<file path="src/design/tcc_pkg.sv">
// tcc_pkg: constants for the timer capture/compare/one-pulse block
// assumes an apb slave with 32-bit data, one register per aligned word
package tcc_pkg;
  // ---------------------------------------------------------------
  // register map (byte addresses)
  // ---------------------------------------------------------------
  localparam logic [7:0] ADDR_CTRL_ONE = 8'h00;
  localparam logic [7:0] ADDR_CTRL_TWO = 8'h04;
  localparam logic [7:0] ADDR_STATUS   = 8'h08;
  localparam logic [7:0] ADDR_CAP1_HI  = 8'h0C;
  localparam logic [7:0] ADDR_CAP1_LO  = 8'h10;
  localparam logic [7:0] ADDR_CAP2_HI  = 8'h14;
  localparam logic [7:0] ADDR_CAP2_LO  = 8'h18;
  localparam logic [7:0] ADDR_CMP1_HI  = 8'h1C;
  localparam logic [7:0] ADDR_CMP1_LO  = 8'h20;
  localparam logic [7:0] ADDR_CMP2_HI  = 8'h24;
  localparam logic [7:0] ADDR_CMP2_LO  = 8'h28;
  localparam logic [7:0] ADDR_COUNTER  = 8'h2C;
  // ---------------------------------------------------------------
  // control one fields
  // ---------------------------------------------------------------
  localparam int C1_CAP_IE    = 7;
  localparam int C1_CMP_IE    = 6;
  localparam int C1_FORCE2    = 4;
  localparam int C1_FORCE1    = 3;
  localparam int C1_EDGE1     = 2;
  localparam int C1_LEVEL2    = 1;
  localparam int C1_LEVEL1    = 0;
  // ---------------------------------------------------------------
  // control two fields
  // ---------------------------------------------------------------
  localparam int C2_OUT_EN1   = 7;
  localparam int C2_OUT_EN2   = 6;
  localparam int C2_ONE_PULSE = 5;
  localparam int C2_PWM       = 4;
  localparam int C2_CLK_HI    = 3;
  localparam int C2_CLK_LO    = 2;
  localparam int C2_EDGE2     = 1;
  localparam int C2_EXT_EDGE  = 0;
  // ---------------------------------------------------------------
  // status fields
  // ---------------------------------------------------------------
  localparam int ST_CAP1 = 7;
  localparam int ST_CMP1 = 6;
  localparam int ST_CAP2 = 4;
  localparam int ST_CMP2 = 3;
  // ---------------------------------------------------------------
  // values
  // ---------------------------------------------------------------
  localparam logic [15:0] COUNT_RELOAD  = 16'hFFFC;
  localparam logic [15:0] PULSE_CAPTURE = 16'hFFFD;
  localparam logic [15:0] COMPARE_RESET = 16'h8000;
  localparam logic [2:0]  DIV2_LAST     = 3'h1;
  localparam logic [2:0]  DIV4_LAST     = 3'h3;
  localparam logic [2:0]  DIV8_LAST     = 3'h7;
endpackage : tcc_pkg

</file>
<file path="src/design/tcc_timer.sv">
// tcc_timer: capture, compare, forced output and one-pulse timer core
// assumes apb master on clk, pins asynchronous to clk, cpu mask as input
//
// The register offsets and the APB slave port are this design's own decisions.
`timescale 1ns/100ps
// Notes on behaviour
// RQ1: active capture edge latches counter, sets flag
// RQ2: capture irq needs enable and clear mask
// RQ3: capture flag clears: status read, low access
// RQ4: high byte read blocks capture until low
// RQ5: newest capture overwrites older value
// RQ6: capture works even when pin drives output
// RQ7: one pulse/pwm: only capture two captures
// RQ8: compare match sets flag, drives pin
// RQ9: compare regs software only, reset 8000h
// RQ10: compare pin latches low during reset
// RQ11: high byte write suspends compare until low
// RQ12: compare flag clears: status read, low access
// RQ13: software writes high, reads status, writes low
// RQ14: output disabled: no pin level, irq allowed
// RQ15: flag and pin act while counter equals
// RQ16: force copies level, no flag, ignored modes
// RQ17: one pulse uses capture one, compare one
// RQ18: pulse edge: reload, level two, flag, FFFDh
// RQ19: pulse ends at compare one, level one
// RQ20: one pulse never sets compare flag one
// RQ21: pwm wins over one pulse
// RQ22: compare two usable, level two for pulse
// RQ23: counter reset and reload value FFFCh
// RQ24: clock select: div 2, 4, 8 or external
// RQ25: capture pins synchronised before edge detect
module tcc_timer (
  input  wire logic        clk,
  input  wire logic        rst_b,
  input  wire logic        psel,
  input  wire logic        penable,
  input  wire logic        pwrite,
  input  wire logic [7:0]  paddr,
  input  wire logic [31:0] pwdata,
  output logic      [31:0] prdata,
  output logic             pready,
  output logic             pslverr,
  input  wire logic        capture_pin1,
  input  wire logic        capture_pin2,
  input  wire logic        ext_clock_pin,
  input  wire logic        cpu_irq_mask,
  output logic             compare_pin1,
  output logic             compare_pin2,
  output logic             compare_pin1_oe_b,
  output logic             compare_pin2_oe_b,
  output logic             timer_irq
);
  // ---------------------------------------------------------------
  // registers and bus decode
  // ---------------------------------------------------------------
  logic [7:0]  ctrl_one_reg;
  logic [7:0]  ctrl_two_reg;
  logic [15:0] counter_reg;
  logic [15:0] cap1_reg;
  logic [15:0] cap2_reg;
  logic [15:0] cmp1_reg;
  logic [15:0] cmp2_reg;
  logic [3:0]  flag_reg;   // cap1, cmp1, cap2, cmp2
  logic [3:0]  seen_reg;   // status read saw the flag set
  logic        cap1_block_reg;
  logic        cap2_block_reg;
  logic        cmp1_hold_reg;
  logic        cmp2_hold_reg;
  logic [2:0]  presc_reg;
  logic [2:0]  cap1_sync_reg;
  logic [2:0]  cap2_sync_reg;
  logic [2:0]  ext_sync_reg;
  logic        pin1_reg;
  logic        pin2_reg;
  logic        access;
  logic        wr;
  logic        rd;
  logic        tick;
  logic        pwm_mode;
  logic        pulse_mode;
  logic        cap1_edge;
  logic        cap2_edge;
  logic        match1;
  logic        match2;
  logic        pulse_start;
  logic [7:0]  status_byte;
  logic [2:0]  presc_last;
  logic [3:0]  low_access;

  function automatic logic hit(input logic [7:0] a, input logic [7:0] r);
    hit = (a == r);
  endfunction : hit

  function automatic logic edge_ok(input logic [2:0] s, input logic rising);
    edge_ok = rising ? (s[1] & ~s[2]) : (~s[1] & s[2]);
  endfunction : edge_ok

  assign access  = psel & penable;
  assign wr      = access & pwrite;
  assign rd      = access & ~pwrite;
  assign pready  = 1'b1;
  assign pslverr = 1'b0;

  assign pwm_mode   = ctrl_two_reg[tcc_pkg::C2_PWM];
  assign pulse_mode = ctrl_two_reg[tcc_pkg::C2_ONE_PULSE] & ~pwm_mode;  // [RQ21]
  assign status_byte = {flag_reg[3], flag_reg[2], 1'b0, flag_reg[1], flag_reg[0], 3'h0};

  // read or write to a low byte counts as the second clearing step
  assign low_access = {access & hit(paddr, tcc_pkg::ADDR_CAP1_LO),
                       access & hit(paddr, tcc_pkg::ADDR_CMP1_LO),
                       access & hit(paddr, tcc_pkg::ADDR_CAP2_LO),
                       access & hit(paddr, tcc_pkg::ADDR_CMP2_LO)};

  // ---------------------------------------------------------------
  // pin synchronisers
  // ---------------------------------------------------------------
  // bit 0 is only read by bit 1; edges are taken between bits 1 and 2
  always_ff @(posedge clk or negedge rst_b) begin
    if (!rst_b) begin
      cap1_sync_reg <= 3'h0;
      cap2_sync_reg <= 3'h0;
      ext_sync_reg  <= 3'h0;
    end else begin
      cap1_sync_reg <= {cap1_sync_reg[1:0], capture_pin1};  // [RQ25]
      cap2_sync_reg <= {cap2_sync_reg[1:0], capture_pin2};  // [RQ25]
      ext_sync_reg  <= {ext_sync_reg[1:0], ext_clock_pin};
    end
  end

  // pin level is sampled even while driven as output [RQ6]
  assign cap1_edge = edge_ok(cap1_sync_reg, ctrl_one_reg[tcc_pkg::C1_EDGE1]);
  assign cap2_edge = edge_ok(cap2_sync_reg, ctrl_two_reg[tcc_pkg::C2_EDGE2]);

  // ---------------------------------------------------------------
  // prescaler and counter
  // ---------------------------------------------------------------
  always_comb begin
    case (ctrl_two_reg[tcc_pkg::C2_CLK_HI:tcc_pkg::C2_CLK_LO])
      2'h0:    presc_last = tcc_pkg::DIV4_LAST;
      2'h1:    presc_last = tcc_pkg::DIV2_LAST;
      default: presc_last = tcc_pkg::DIV8_LAST;
    endcase
  end

  always_ff @(posedge clk or negedge rst_b) begin
    if (!rst_b) begin
      presc_reg <= 3'h0;
    end else if (presc_reg >= presc_last) begin
      presc_reg <= 3'h0;
    end else begin
      presc_reg <= presc_reg + 3'h1;
    end
  end

  always_comb begin
    if (&ctrl_two_reg[tcc_pkg::C2_CLK_HI:tcc_pkg::C2_CLK_LO]) begin  // [RQ24]
      tick = edge_ok(ext_sync_reg, ctrl_two_reg[tcc_pkg::C2_EXT_EDGE]);
    end else begin
      tick = (presc_reg >= presc_last);  // [RQ24]
    end
  end

  assign pulse_start = pulse_mode & cap1_edge;  // [RQ17]
  // compares run only on the tick cycle while the counter holds the value [RQ15]
  assign match1 = ~cmp1_hold_reg & (counter_reg == cmp1_reg) & tick;  // [RQ11]
  assign match2 = ~cmp2_hold_reg & (counter_reg == cmp2_reg) & tick;  // [RQ11]

  always_ff @(posedge clk or negedge rst_b) begin
    if (!rst_b) begin
      counter_reg <= tcc_pkg::COUNT_RELOAD;  // [RQ23]
    end else if (pulse_start) begin
      counter_reg <= tcc_pkg::COUNT_RELOAD;  // [RQ18]
    end else if (wr && hit(paddr, tcc_pkg::ADDR_COUNTER)) begin
      counter_reg <= tcc_pkg::COUNT_RELOAD;  // [RQ23]
    end else if (pwm_mode && match2) begin
      counter_reg <= tcc_pkg::COUNT_RELOAD;  // [RQ23]
    end else if (tick) begin
      counter_reg <= counter_reg + 16'h0001;
    end
  end

  // ---------------------------------------------------------------
  // control registers
  // ---------------------------------------------------------------
  // force bits self-clear: they act as a one-cycle strobe
  always_ff @(posedge clk or negedge rst_b) begin
    if (!rst_b) begin
      ctrl_one_reg <= 8'h00;
      ctrl_two_reg <= 8'h00;
    end else begin
      ctrl_one_reg[tcc_pkg::C1_FORCE1] <= 1'b0;
      ctrl_one_reg[tcc_pkg::C1_FORCE2] <= 1'b0;
      if (wr && hit(paddr, tcc_pkg::ADDR_CTRL_ONE)) begin
        ctrl_one_reg <= pwdata[7:0];
      end
      if (wr && hit(paddr, tcc_pkg::ADDR_CTRL_TWO)) begin
        ctrl_two_reg <= pwdata[7:0];
      end
    end
  end

  // ---------------------------------------------------------------
  // compare registers, software only
  // ---------------------------------------------------------------
  always_ff @(posedge clk or negedge rst_b) begin
    if (!rst_b) begin
      cmp1_reg      <= tcc_pkg::COMPARE_RESET;  // [RQ9]
      cmp2_reg      <= tcc_pkg::COMPARE_RESET;  // [RQ9]
      cmp1_hold_reg <= 1'b0;
      cmp2_hold_reg <= 1'b0;
    end else if (wr) begin
      case (paddr)
        tcc_pkg::ADDR_CMP1_HI: begin
          cmp1_reg[15:8] <= pwdata[7:0];
          cmp1_hold_reg  <= 1'b1;  // [RQ11]
        end
        tcc_pkg::ADDR_CMP1_LO: begin
          cmp1_reg[7:0]  <= pwdata[7:0];
          cmp1_hold_reg  <= 1'b0;  // [RQ11]
        end
        tcc_pkg::ADDR_CMP2_HI: begin
          cmp2_reg[15:8] <= pwdata[7:0];
          cmp2_hold_reg  <= 1'b1;  // [RQ11]
        end
        tcc_pkg::ADDR_CMP2_LO: begin
          cmp2_reg[7:0]  <= pwdata[7:0];
          cmp2_hold_reg  <= 1'b0;  // [RQ11]
        end
        default: begin
        end
      endcase
    end
  end

  // ---------------------------------------------------------------
  // capture registers and blocking
  // ---------------------------------------------------------------
  always_ff @(posedge clk or negedge rst_b) begin
    if (!rst_b) begin
      cap1_block_reg <= 1'b0;
      cap2_block_reg <= 1'b0;
    end else begin
      if (rd && hit(paddr, tcc_pkg::ADDR_CAP1_HI)) begin
        cap1_block_reg <= 1'b1;  // [RQ4]
      end else if (rd && hit(paddr, tcc_pkg::ADDR_CAP1_LO)) begin
        cap1_block_reg <= 1'b0;  // [RQ4]
      end
      if (rd && hit(paddr, tcc_pkg::ADDR_CAP2_HI)) begin
        cap2_block_reg <= 1'b1;  // [RQ4]
      end else if (rd && hit(paddr, tcc_pkg::ADDR_CAP2_LO)) begin
        cap2_block_reg <= 1'b0;  // [RQ4]
      end
    end
  end

  always_ff @(posedge clk or negedge rst_b) begin
    if (!rst_b) begin
      cap1_reg <= 16'h0000;
      cap2_reg <= 16'h0000;
    end else begin
      if (pulse_start) begin
        cap1_reg <= tcc_pkg::PULSE_CAPTURE;  // [RQ18]
      end else if (cap1_edge && !cap1_block_reg && !pwm_mode && !pulse_mode) begin
        cap1_reg <= counter_reg;  // [RQ1] [RQ5] [RQ7]
      end
      if (cap2_edge && !cap2_block_reg) begin
        cap2_reg <= counter_reg;  // [RQ1] [RQ5]
      end
    end
  end

  // ---------------------------------------------------------------
  // flags: set wins over clear
  // ---------------------------------------------------------------
  // a blocked channel gets no new flag; one already set keeps its two-step clear
  logic [3:0] flag_set;
  always_comb begin
    flag_set[3] = (pulse_start | (cap1_edge & ~pwm_mode & ~pulse_mode)
                  | (pwm_mode & match2)) & ~cap1_block_reg;  // [RQ1] [RQ18] [RQ4]
    flag_set[2] = match1 & ~pwm_mode & ~pulse_mode;  // [RQ8] [RQ20]
    flag_set[1] = cap2_edge & ~cap2_block_reg;  // [RQ1] [RQ4]
    flag_set[0] = match2 & ~pwm_mode;  // [RQ8] [RQ22]
  end

  always_ff @(posedge clk or negedge rst_b) begin
    if (!rst_b) begin
      flag_reg <= 4'h0;
      seen_reg <= 4'h0;
    end else begin
      for (int k = 0; k < 4; k++) begin
        if (flag_set[k]) begin
          flag_reg[k] <= 1'b1;
        end else if (seen_reg[k] && low_access[k]) begin
          flag_reg[k] <= 1'b0;  // [RQ3] [RQ12]
        end
        if (rd && hit(paddr, tcc_pkg::ADDR_STATUS)) begin
          seen_reg[k] <= flag_reg[k];
        end else if (low_access[k]) begin
          seen_reg[k] <= 1'b0;
        end
      end
    end
  end

  // level-sensitive, stays pending while masked
  assign timer_irq = ~cpu_irq_mask
                   & ((ctrl_one_reg[tcc_pkg::C1_CAP_IE] & (flag_reg[3] | flag_reg[1]))
                   |  (ctrl_one_reg[tcc_pkg::C1_CMP_IE] & (flag_reg[2] | flag_reg[0])));  // [RQ2]

  // ---------------------------------------------------------------
  // compare pins
  // ---------------------------------------------------------------
  always_ff @(posedge clk or negedge rst_b) begin
    if (!rst_b) begin
      pin1_reg <= 1'b0;  // [RQ10]
      pin2_reg <= 1'b0;  // [RQ10]
    end else begin
      if (pulse_start) begin
        pin1_reg <= ctrl_one_reg[tcc_pkg::C1_LEVEL2];  // [RQ18] [RQ22]
      end else if ((pulse_mode || pwm_mode) && match1) begin
        pin1_reg <= ctrl_one_reg[tcc_pkg::C1_LEVEL1];  // [RQ19]
      end else if (pwm_mode && match2) begin
        pin1_reg <= ctrl_one_reg[tcc_pkg::C1_LEVEL2];
      end else if (!pulse_mode && !pwm_mode
                   && (match1 || ctrl_one_reg[tcc_pkg::C1_FORCE1])) begin
        pin1_reg <= ctrl_one_reg[tcc_pkg::C1_LEVEL1];  // [RQ8] [RQ16]
      end
      if (!pulse_mode && !pwm_mode
          && (match2 || ctrl_one_reg[tcc_pkg::C1_FORCE2])) begin
        pin2_reg <= ctrl_one_reg[tcc_pkg::C1_LEVEL2];  // [RQ8] [RQ16] [RQ20]
      end
    end
  end

  assign compare_pin1      = pin1_reg;
  assign compare_pin2      = pin2_reg;
  assign compare_pin1_oe_b = ~ctrl_two_reg[tcc_pkg::C2_OUT_EN1];  // [RQ14]
  assign compare_pin2_oe_b = ~ctrl_two_reg[tcc_pkg::C2_OUT_EN2];  // [RQ14]

  // ---------------------------------------------------------------
  // read data
  // ---------------------------------------------------------------
  always_comb begin
    prdata = 32'h0000_0000;
    case (paddr)
      tcc_pkg::ADDR_CTRL_ONE: prdata[7:0] = ctrl_one_reg;
      tcc_pkg::ADDR_CTRL_TWO: prdata[7:0] = ctrl_two_reg;
      tcc_pkg::ADDR_STATUS:   prdata[7:0] = status_byte;
      tcc_pkg::ADDR_CAP1_HI:  prdata[7:0] = cap1_reg[15:8];
      tcc_pkg::ADDR_CAP1_LO:  prdata[7:0] = cap1_reg[7:0];
      tcc_pkg::ADDR_CAP2_HI:  prdata[7:0] = cap2_reg[15:8];
      tcc_pkg::ADDR_CAP2_LO:  prdata[7:0] = cap2_reg[7:0];
      tcc_pkg::ADDR_CMP1_HI:  prdata[7:0] = cmp1_reg[15:8];
      tcc_pkg::ADDR_CMP1_LO:  prdata[7:0] = cmp1_reg[7:0];
      tcc_pkg::ADDR_CMP2_HI:  prdata[7:0] = cmp2_reg[15:8];
      tcc_pkg::ADDR_CMP2_LO:  prdata[7:0] = cmp2_reg[7:0];
      tcc_pkg::ADDR_COUNTER:  prdata[15:0] = counter_reg;
      default:                prdata = 32'h0000_0000;
    endcase
  end

  // ---------------------------------------------------------------
  // assertions
  // ---------------------------------------------------------------
  a_cap_load: assert property (@(posedge clk) disable iff (!rst_b) // [RQ1]
    (cap2_edge && !cap2_block_reg) |=> (cap2_reg == $past(counter_reg)))
    else $error("capture two did not latch counter");
  a_cap_block: assert property (@(posedge clk) disable iff (!rst_b) // [RQ4]
    cap2_block_reg |=> (!$rose(flag_reg[1]) && $stable(cap2_reg)))
    else $error("blocked capture changed");
  a_irq_mask: assert property (@(posedge clk) disable iff (!rst_b) // [RQ2]
    cpu_irq_mask |-> !timer_irq)
    else $error("irq raised while masked");
  a_cmp_flag: assert property (@(posedge clk) disable iff (!rst_b) // [RQ8]
    (match2 && !pwm_mode) |=> flag_reg[0])
    else $error("compare two flag not set");
  a_cmp_hold: assert property (@(posedge clk) disable iff (!rst_b) // [RQ11]
    cmp1_hold_reg |=> !$rose(flag_reg[2]))
    else $error("compare ran while suspended");
  a_pulse_start: assert property (@(posedge clk) disable iff (!rst_b) // [RQ18]
    pulse_start |=> (counter_reg == tcc_pkg::COUNT_RELOAD
                     && cap1_reg == tcc_pkg::PULSE_CAPTURE && flag_reg[3]))
    else $error("pulse start effects missing");
  a_pulse_no_flag: assert property (@(posedge clk) disable iff (!rst_b) // [RQ20]
    (pulse_mode && !flag_reg[2]) |=> !flag_reg[2])
    else $error("compare one flag set in one pulse");
  a_pulse_end: assert property (@(posedge clk) disable iff (!rst_b) // [RQ19]
    (pulse_mode && match1 && !pulse_start)
      |=> (pin1_reg == $past(ctrl_one_reg[tcc_pkg::C1_LEVEL1])))
    else $error("pulse did not end at compare");
  c_pulse: cover property (@(posedge clk) disable iff (!rst_b) pulse_start);
  c_cap2: cover property (@(posedge clk) disable iff (!rst_b) flag_set[1]);
  c_cmp1: cover property (@(posedge clk) disable iff (!rst_b) match1 && !pulse_mode);
endmodule : tcc_timer

</file>
<file path="config.mk">
export PLATFORM = sky130hd
export DESIGN_NAME = tcc_timer
export DESIGN_NICKNAME = d
export VERILOG_FILES = /design/src/design/tcc_pkg.sv /design/src/design/tcc_timer.sv
export SDC_FILE = /design/constraint.sdc
export NUM_CORES = 1
export LEC_CHECK = 0
export BUFFER_PORTS_ARGS = -buffer_cell sky130_fd_sc_hd__buf_4
export CAP_MARGIN = 15
export CORE_MARGIN = 2
export CORE_UTILIZATION = 45
export DETAILED_ROUTE_END_ITERATION = 8
export GPL_TIMING_DRIVEN = 0
export PLACE_DENSITY = 0.68
export SLEW_MARGIN = 10
export SYNTH_ARGS = -nofsm -noshare
export SYNTH_HDL_FRONTEND = slang
export SYNTH_SLANG_ARGS = --single-unit
</file>
<file path="constraint.sdc">
create_clock -name clk -period 2.13 [get_ports clk]
set_input_delay 0.426 -clock clk [delete_from_list [all_inputs] [get_ports clk]]
set_output_delay 0.426 -clock clk [all_outputs]
set_load 0.005 [all_outputs]
</file>
Word level (Yosys, flattened, before mapping):

Cells that the tools add are included.
Widths: inputs -> output; s select.

* add/subtract/negate cells: 2
* magnitude comparators: 1
* equal/unequal tests: 14
* multiplexer cells: 41
* bitwise operators: 51
* reduce and logical (&&, ||, !) cells: 52

Operators with widths (count)
* $mux 16: 6
* $pmux 8 s12: 1
* $eq 16x16->1: 2
* $eq 8x5->1 const B: 4
* $eq 8x6->1 const B: 4
* $and 1x1->1: 30
* $mux 1: 28
* $reduce_bool 2->1: 13
* $logic_and 1x1->1: 21
* $add 16x1->16 const B: 1
* $eq 8x4->1 const B: 2
* $not 1->1: 16
* $reduce_and 2->1: 7
* $eq 8x3->1 const B: 1
* $logic_not 8->1: 1
* $mux 8: 1
* $reduce_bool 4->1: 2
* $pmux 3 s2: 1
* $mux 5: 1
* $or 1x1->1: 5
* $logic_not 1->1: 4
* $pmux 1 s2: 2
* $add 3x1->3 const B: 1
* $ge 3x3->1: 1
* other kinds (4): 6

* register bits: 122
* input port bits: 49
* output and inout bits: 39
* word-level logic and storage cells: 189

Longest topological paths before layout:

* depth in word-level cells: 11
* depth in mapped cells: 9
* mapped depth without buffers: 8

Worst setup path before layout:

Ideal clock, no wire load.

* path type: input-to-output
* start: input paddr[5]
* end: output prdata[2]
* arrival time: 1.759 ns
* required time: 1.704 ns
* slack: -0.055 ns
* stages on the path: 7
* path buffers: 2
* cell sequence: buf_6 or4b_1 buf_6 nor2_2 a22o_1 a221oi_1 o211ai_1

* word-level cells in the longest chain between the ends: 2
* elaborated cells between the ends (all ways): 13
* classes of those cells: 11 x eq/ne; 1 x mux; 1 x reduce/logical

Ends and longest elaborated chain
* start: declaration: RTL line tcc_timer.sv:38 `input wire logic [7:0] paddr,`
* $eq 8x6->1 (tied with other cells): RTL line tcc_timer.sv:345 `case (paddr)`
* $pmux 8 s12 (*): RTL line tcc_timer.sv:345
* end: declaration: RTL line tcc_timer.sv:40 `output logic [31:0] prdata,`

Mark *: on every way between the ends. The rest lies on a longest branch, timed or not.

Worst setup path after layout:

* start: input paddr[7]
* end: output prdata[2]

The elaborated chain is that of the path after synthesis.

==> impl_metrics.toml <==
[global_route]
grt_first_pass_wirelength_um = 29450
pin_count_of_the_biggest_net_entering_global_routing = 70
first_global_vias = 4870
global_route_total_usage_across_every_layer_pct = 27.47
antenna_found_initial = 0
grt_overflow_total = 0

[critical_path]
reg2reg_setup_slack_ps = -130
crit_required_ps = 1700
crit_fanout = 6
critical_path.startpoint_type = "input port"
worst_ep_arrival_time_ps = 2040
timing.critical_path.to_type = "primary output"
criticalPathCategory = "input port to primary output"

[routing]
remaining_antenna_violation_count_after_routing = 0
wirelength_um = 20270
detail_route.drc_violations = 0
first_iter_violations = 639
num_vias = 5265
drt-wirelength-per-cell_um = 22.95
firstDrtPassIters = 6
number_of_vias_per_cell = 5.963

[finish]
num-nets-final = 743
antenna-diode-count = 0
layout-area-overhead-vs-synth_pct = 36.09
layout-drive-gt1-share_pct = 46.94
fin_area_um2 = 8539
final_design_utilization_pct = 62.00
final_common_cell = "sky130_fd_sc_hd__buf_4"
mostFrequentLayoutCells = "110 x sky130_fd_sc_hd__buf_4, 105 x sky130_fd_sc_hd__dfrtp_1, 63 x sky130_fd_sc_hd__mux2_2"

[min_path]
min_path_type = "input port to register"

[yosys]
post_synth_num_cell_types = 62
fraction_of_synthesized_cell_area_taken_by_the_top_area_cell_type_pct = 42.27
ys_seq_area_share_pct = 48.97
synth_enable_flop_cells = 0
postSynth.topFlopCell = "sky130_fd_sc_hd__dfrtp_1"
post_synth_main_area_contributors = "sky130_fd_sc_hd__dfrtp_1 42%, sky130_fd_sc_hd__mux2_2 11%, sky130_fd_sc_hd__dfstp_2 6.7%"
yosys_warnings = 0
synth_top_cell_by_area = "sky130_fd_sc_hd__dfrtp_1"
synth_area_per_cell_um2 = 11.29
syn_inst = 556
netlist_area_before_placement_um2 = 6275
flops_latches_synth = 122
share_of_flip_flops_with_an_asynchronous_set_or_reset_after_synthesis_pct = 100.0

[timing]
time_the_worst_path_needs_with_i_o_delays_and_setup_ps = 2468
maximum_clock_skew_at_final_layout_ps = 10.76
final.period_utilization_pct = 115.9
tightestPinTransition_ps = 968.0
setup_total_negative_slack_ps = -4223
final-max-slew-violation-count = 0
grt_setup_unrepaired = "yes"
maxClockFrequency_mhz = 405.1
max_slew_margin_pct = 35.11
final-hold-violation-count = 0
report.final.setup_viol = 31
final_critical_path_setup_slack_ps = -338.4

[die]
die-width_um = 122.1
standard_cell_rows = 43
die-area_um2 = 14900
pin_count = 88
coreArea_um2 = 13770
chipHeight_um = 122.1
effective_utilization_at_floorplan_pct = 45.56

[status]
failed_checks = "negative setup slack"
outcome = "complete, but fails checks"

[place]
detailed_place_hpwl_um = 13260
post_dp_cell_area_um2 = 6937
place.gp.congestion = 0.9783
buffer_ports.inserted = 42

[clock_tree]
h_tree_depth = 4
clock_latency_ps = 430
root_buffer = "sky130_fd_sc_hd__clkbuf_16"
path_clk_slew_ps = 50
numCtsBuffers = 17
cts-root-to-sink-buffers = 2
cts_tree = "done"
clkSinkCount = 122

[run]
max_cap_viol_count = 0

[pwr]
power_leakage_uw = 0.003915
pwr_density_cell_nw_per_um2 = 915.1
ir_worst_vdd_v = 0.0006970
-- synth_stat cells (all sizes together) (13+ instances only) --
cell	number
nor2	28
mux2	64
xnor2	25
clkbuf	18
inv	14
o22a	18
buf	31
nor3	15
dfstp	16
xor2	22
dfrtp	106
a22o	13
nand4	13
nand2	38
-- cell type report --
type                       count  area, um^2
buffer                        35       272.8
clock inverter                 9       120.1
fill                        1125        5234
multi-input combinational    387        3338
clock buffer                  23       467.9
inverter                      14       52.55
timing repair buffer         113       988.4
tap                          180       225.2
sequential                   122        3074
-- path summary, 6_finish.rpt --
path                                  start          endpoint  depth (start not counted)
setup / recovery                   paddr[7]         prdata[2]                          8
hold / removal                 capture_pin1  cap1_sync_reg[0]                          1
setup reg to reg            ctrl_two_reg[2]   counter_reg[15]                         10
hold reg to reg            cap1_sync_reg[0]  cap1_sync_reg[1]                          0
max in group asynchronous             rst_b    counter_reg[9]                          3
min in group asynchronous             rst_b  cap2_sync_reg[2]                          2
-- routing by layer --
metal	part of all wire [%]	track usage, %	vias up	routed length, um
met5	0	0	-	0
met4	2.9	9.626	0	582
met3	9.5	7.772	53	1929
met2	47	43.02	307	9461
met1	41	36.59	2630	8291
li1	-	-	2275	-
-- what timing repair did --
action                                  4_1_cts  5_1_grt
endpoints found under the setup margin       94       53
hold endpoints to repair                     53        0
cloned                                        1        0
resized for setup                            92       39
setup buffers                                37       31
hold buffers                                  1        0
pin swaps                                    29       33
-- cell families after synthesis --
| family | after synthesis | share of synthesized area, % |
|---|---|---|
| other cells | 2 | 0.1197 |
| xor+xnor | 47 | 6.560 |
| simple gates | 150 | 13.38 |
| flops | 122 | 48.97 |
| mux | 65 | 11.65 |
| compound gates | 103 | 13.02 |
| fa+ha+maj | 4 | 0.7976 |
| buf+inv | 63 | 5.503 |
-- worst max-delay path, cell delays in order --
cell                       delay (ps)
sky130_fd_sc_hd__buf_12           110
sky130_fd_sc_hd__or4b_4           520
sky130_fd_sc_hd__buf_12           160
sky130_fd_sc_hd__nor2_4           210
sky130_fd_sc_hd__a22o_1           210
sky130_fd_sc_hd__a221oi_2          50
sky130_fd_sc_hd__o211ai_1         170
sky130_fd_sc_hd__buf_4            170
-- stage by stage --
stage	hold WS, ps	cells	worst slack (ps)	total power, uW
final	105.0	883	-338.4	7814
after global routing	94.74	883	-361.8	8100
after CTS	94.36	860	-294.6	7694
after detailed placement	335.6	797	-813.8	4627
after global placement	332.5	794	-1130	4536
after floorplan	130.4	572	2.398	4096
-- where the power goes --
part | internal (uW) | leakage, uW | total [uW] | switching, uW
Sequential | 2770 | 0.00153 | 3150 | 374
Clock | 1890 | 0.000294 | 2910 | 1020
Combinational | 848 | 0.00210 | 1760 | 908
Total | 5510 | 0.00392 | 7810 | 2310
Note: power is estimated with default switching activity, not from simulation.
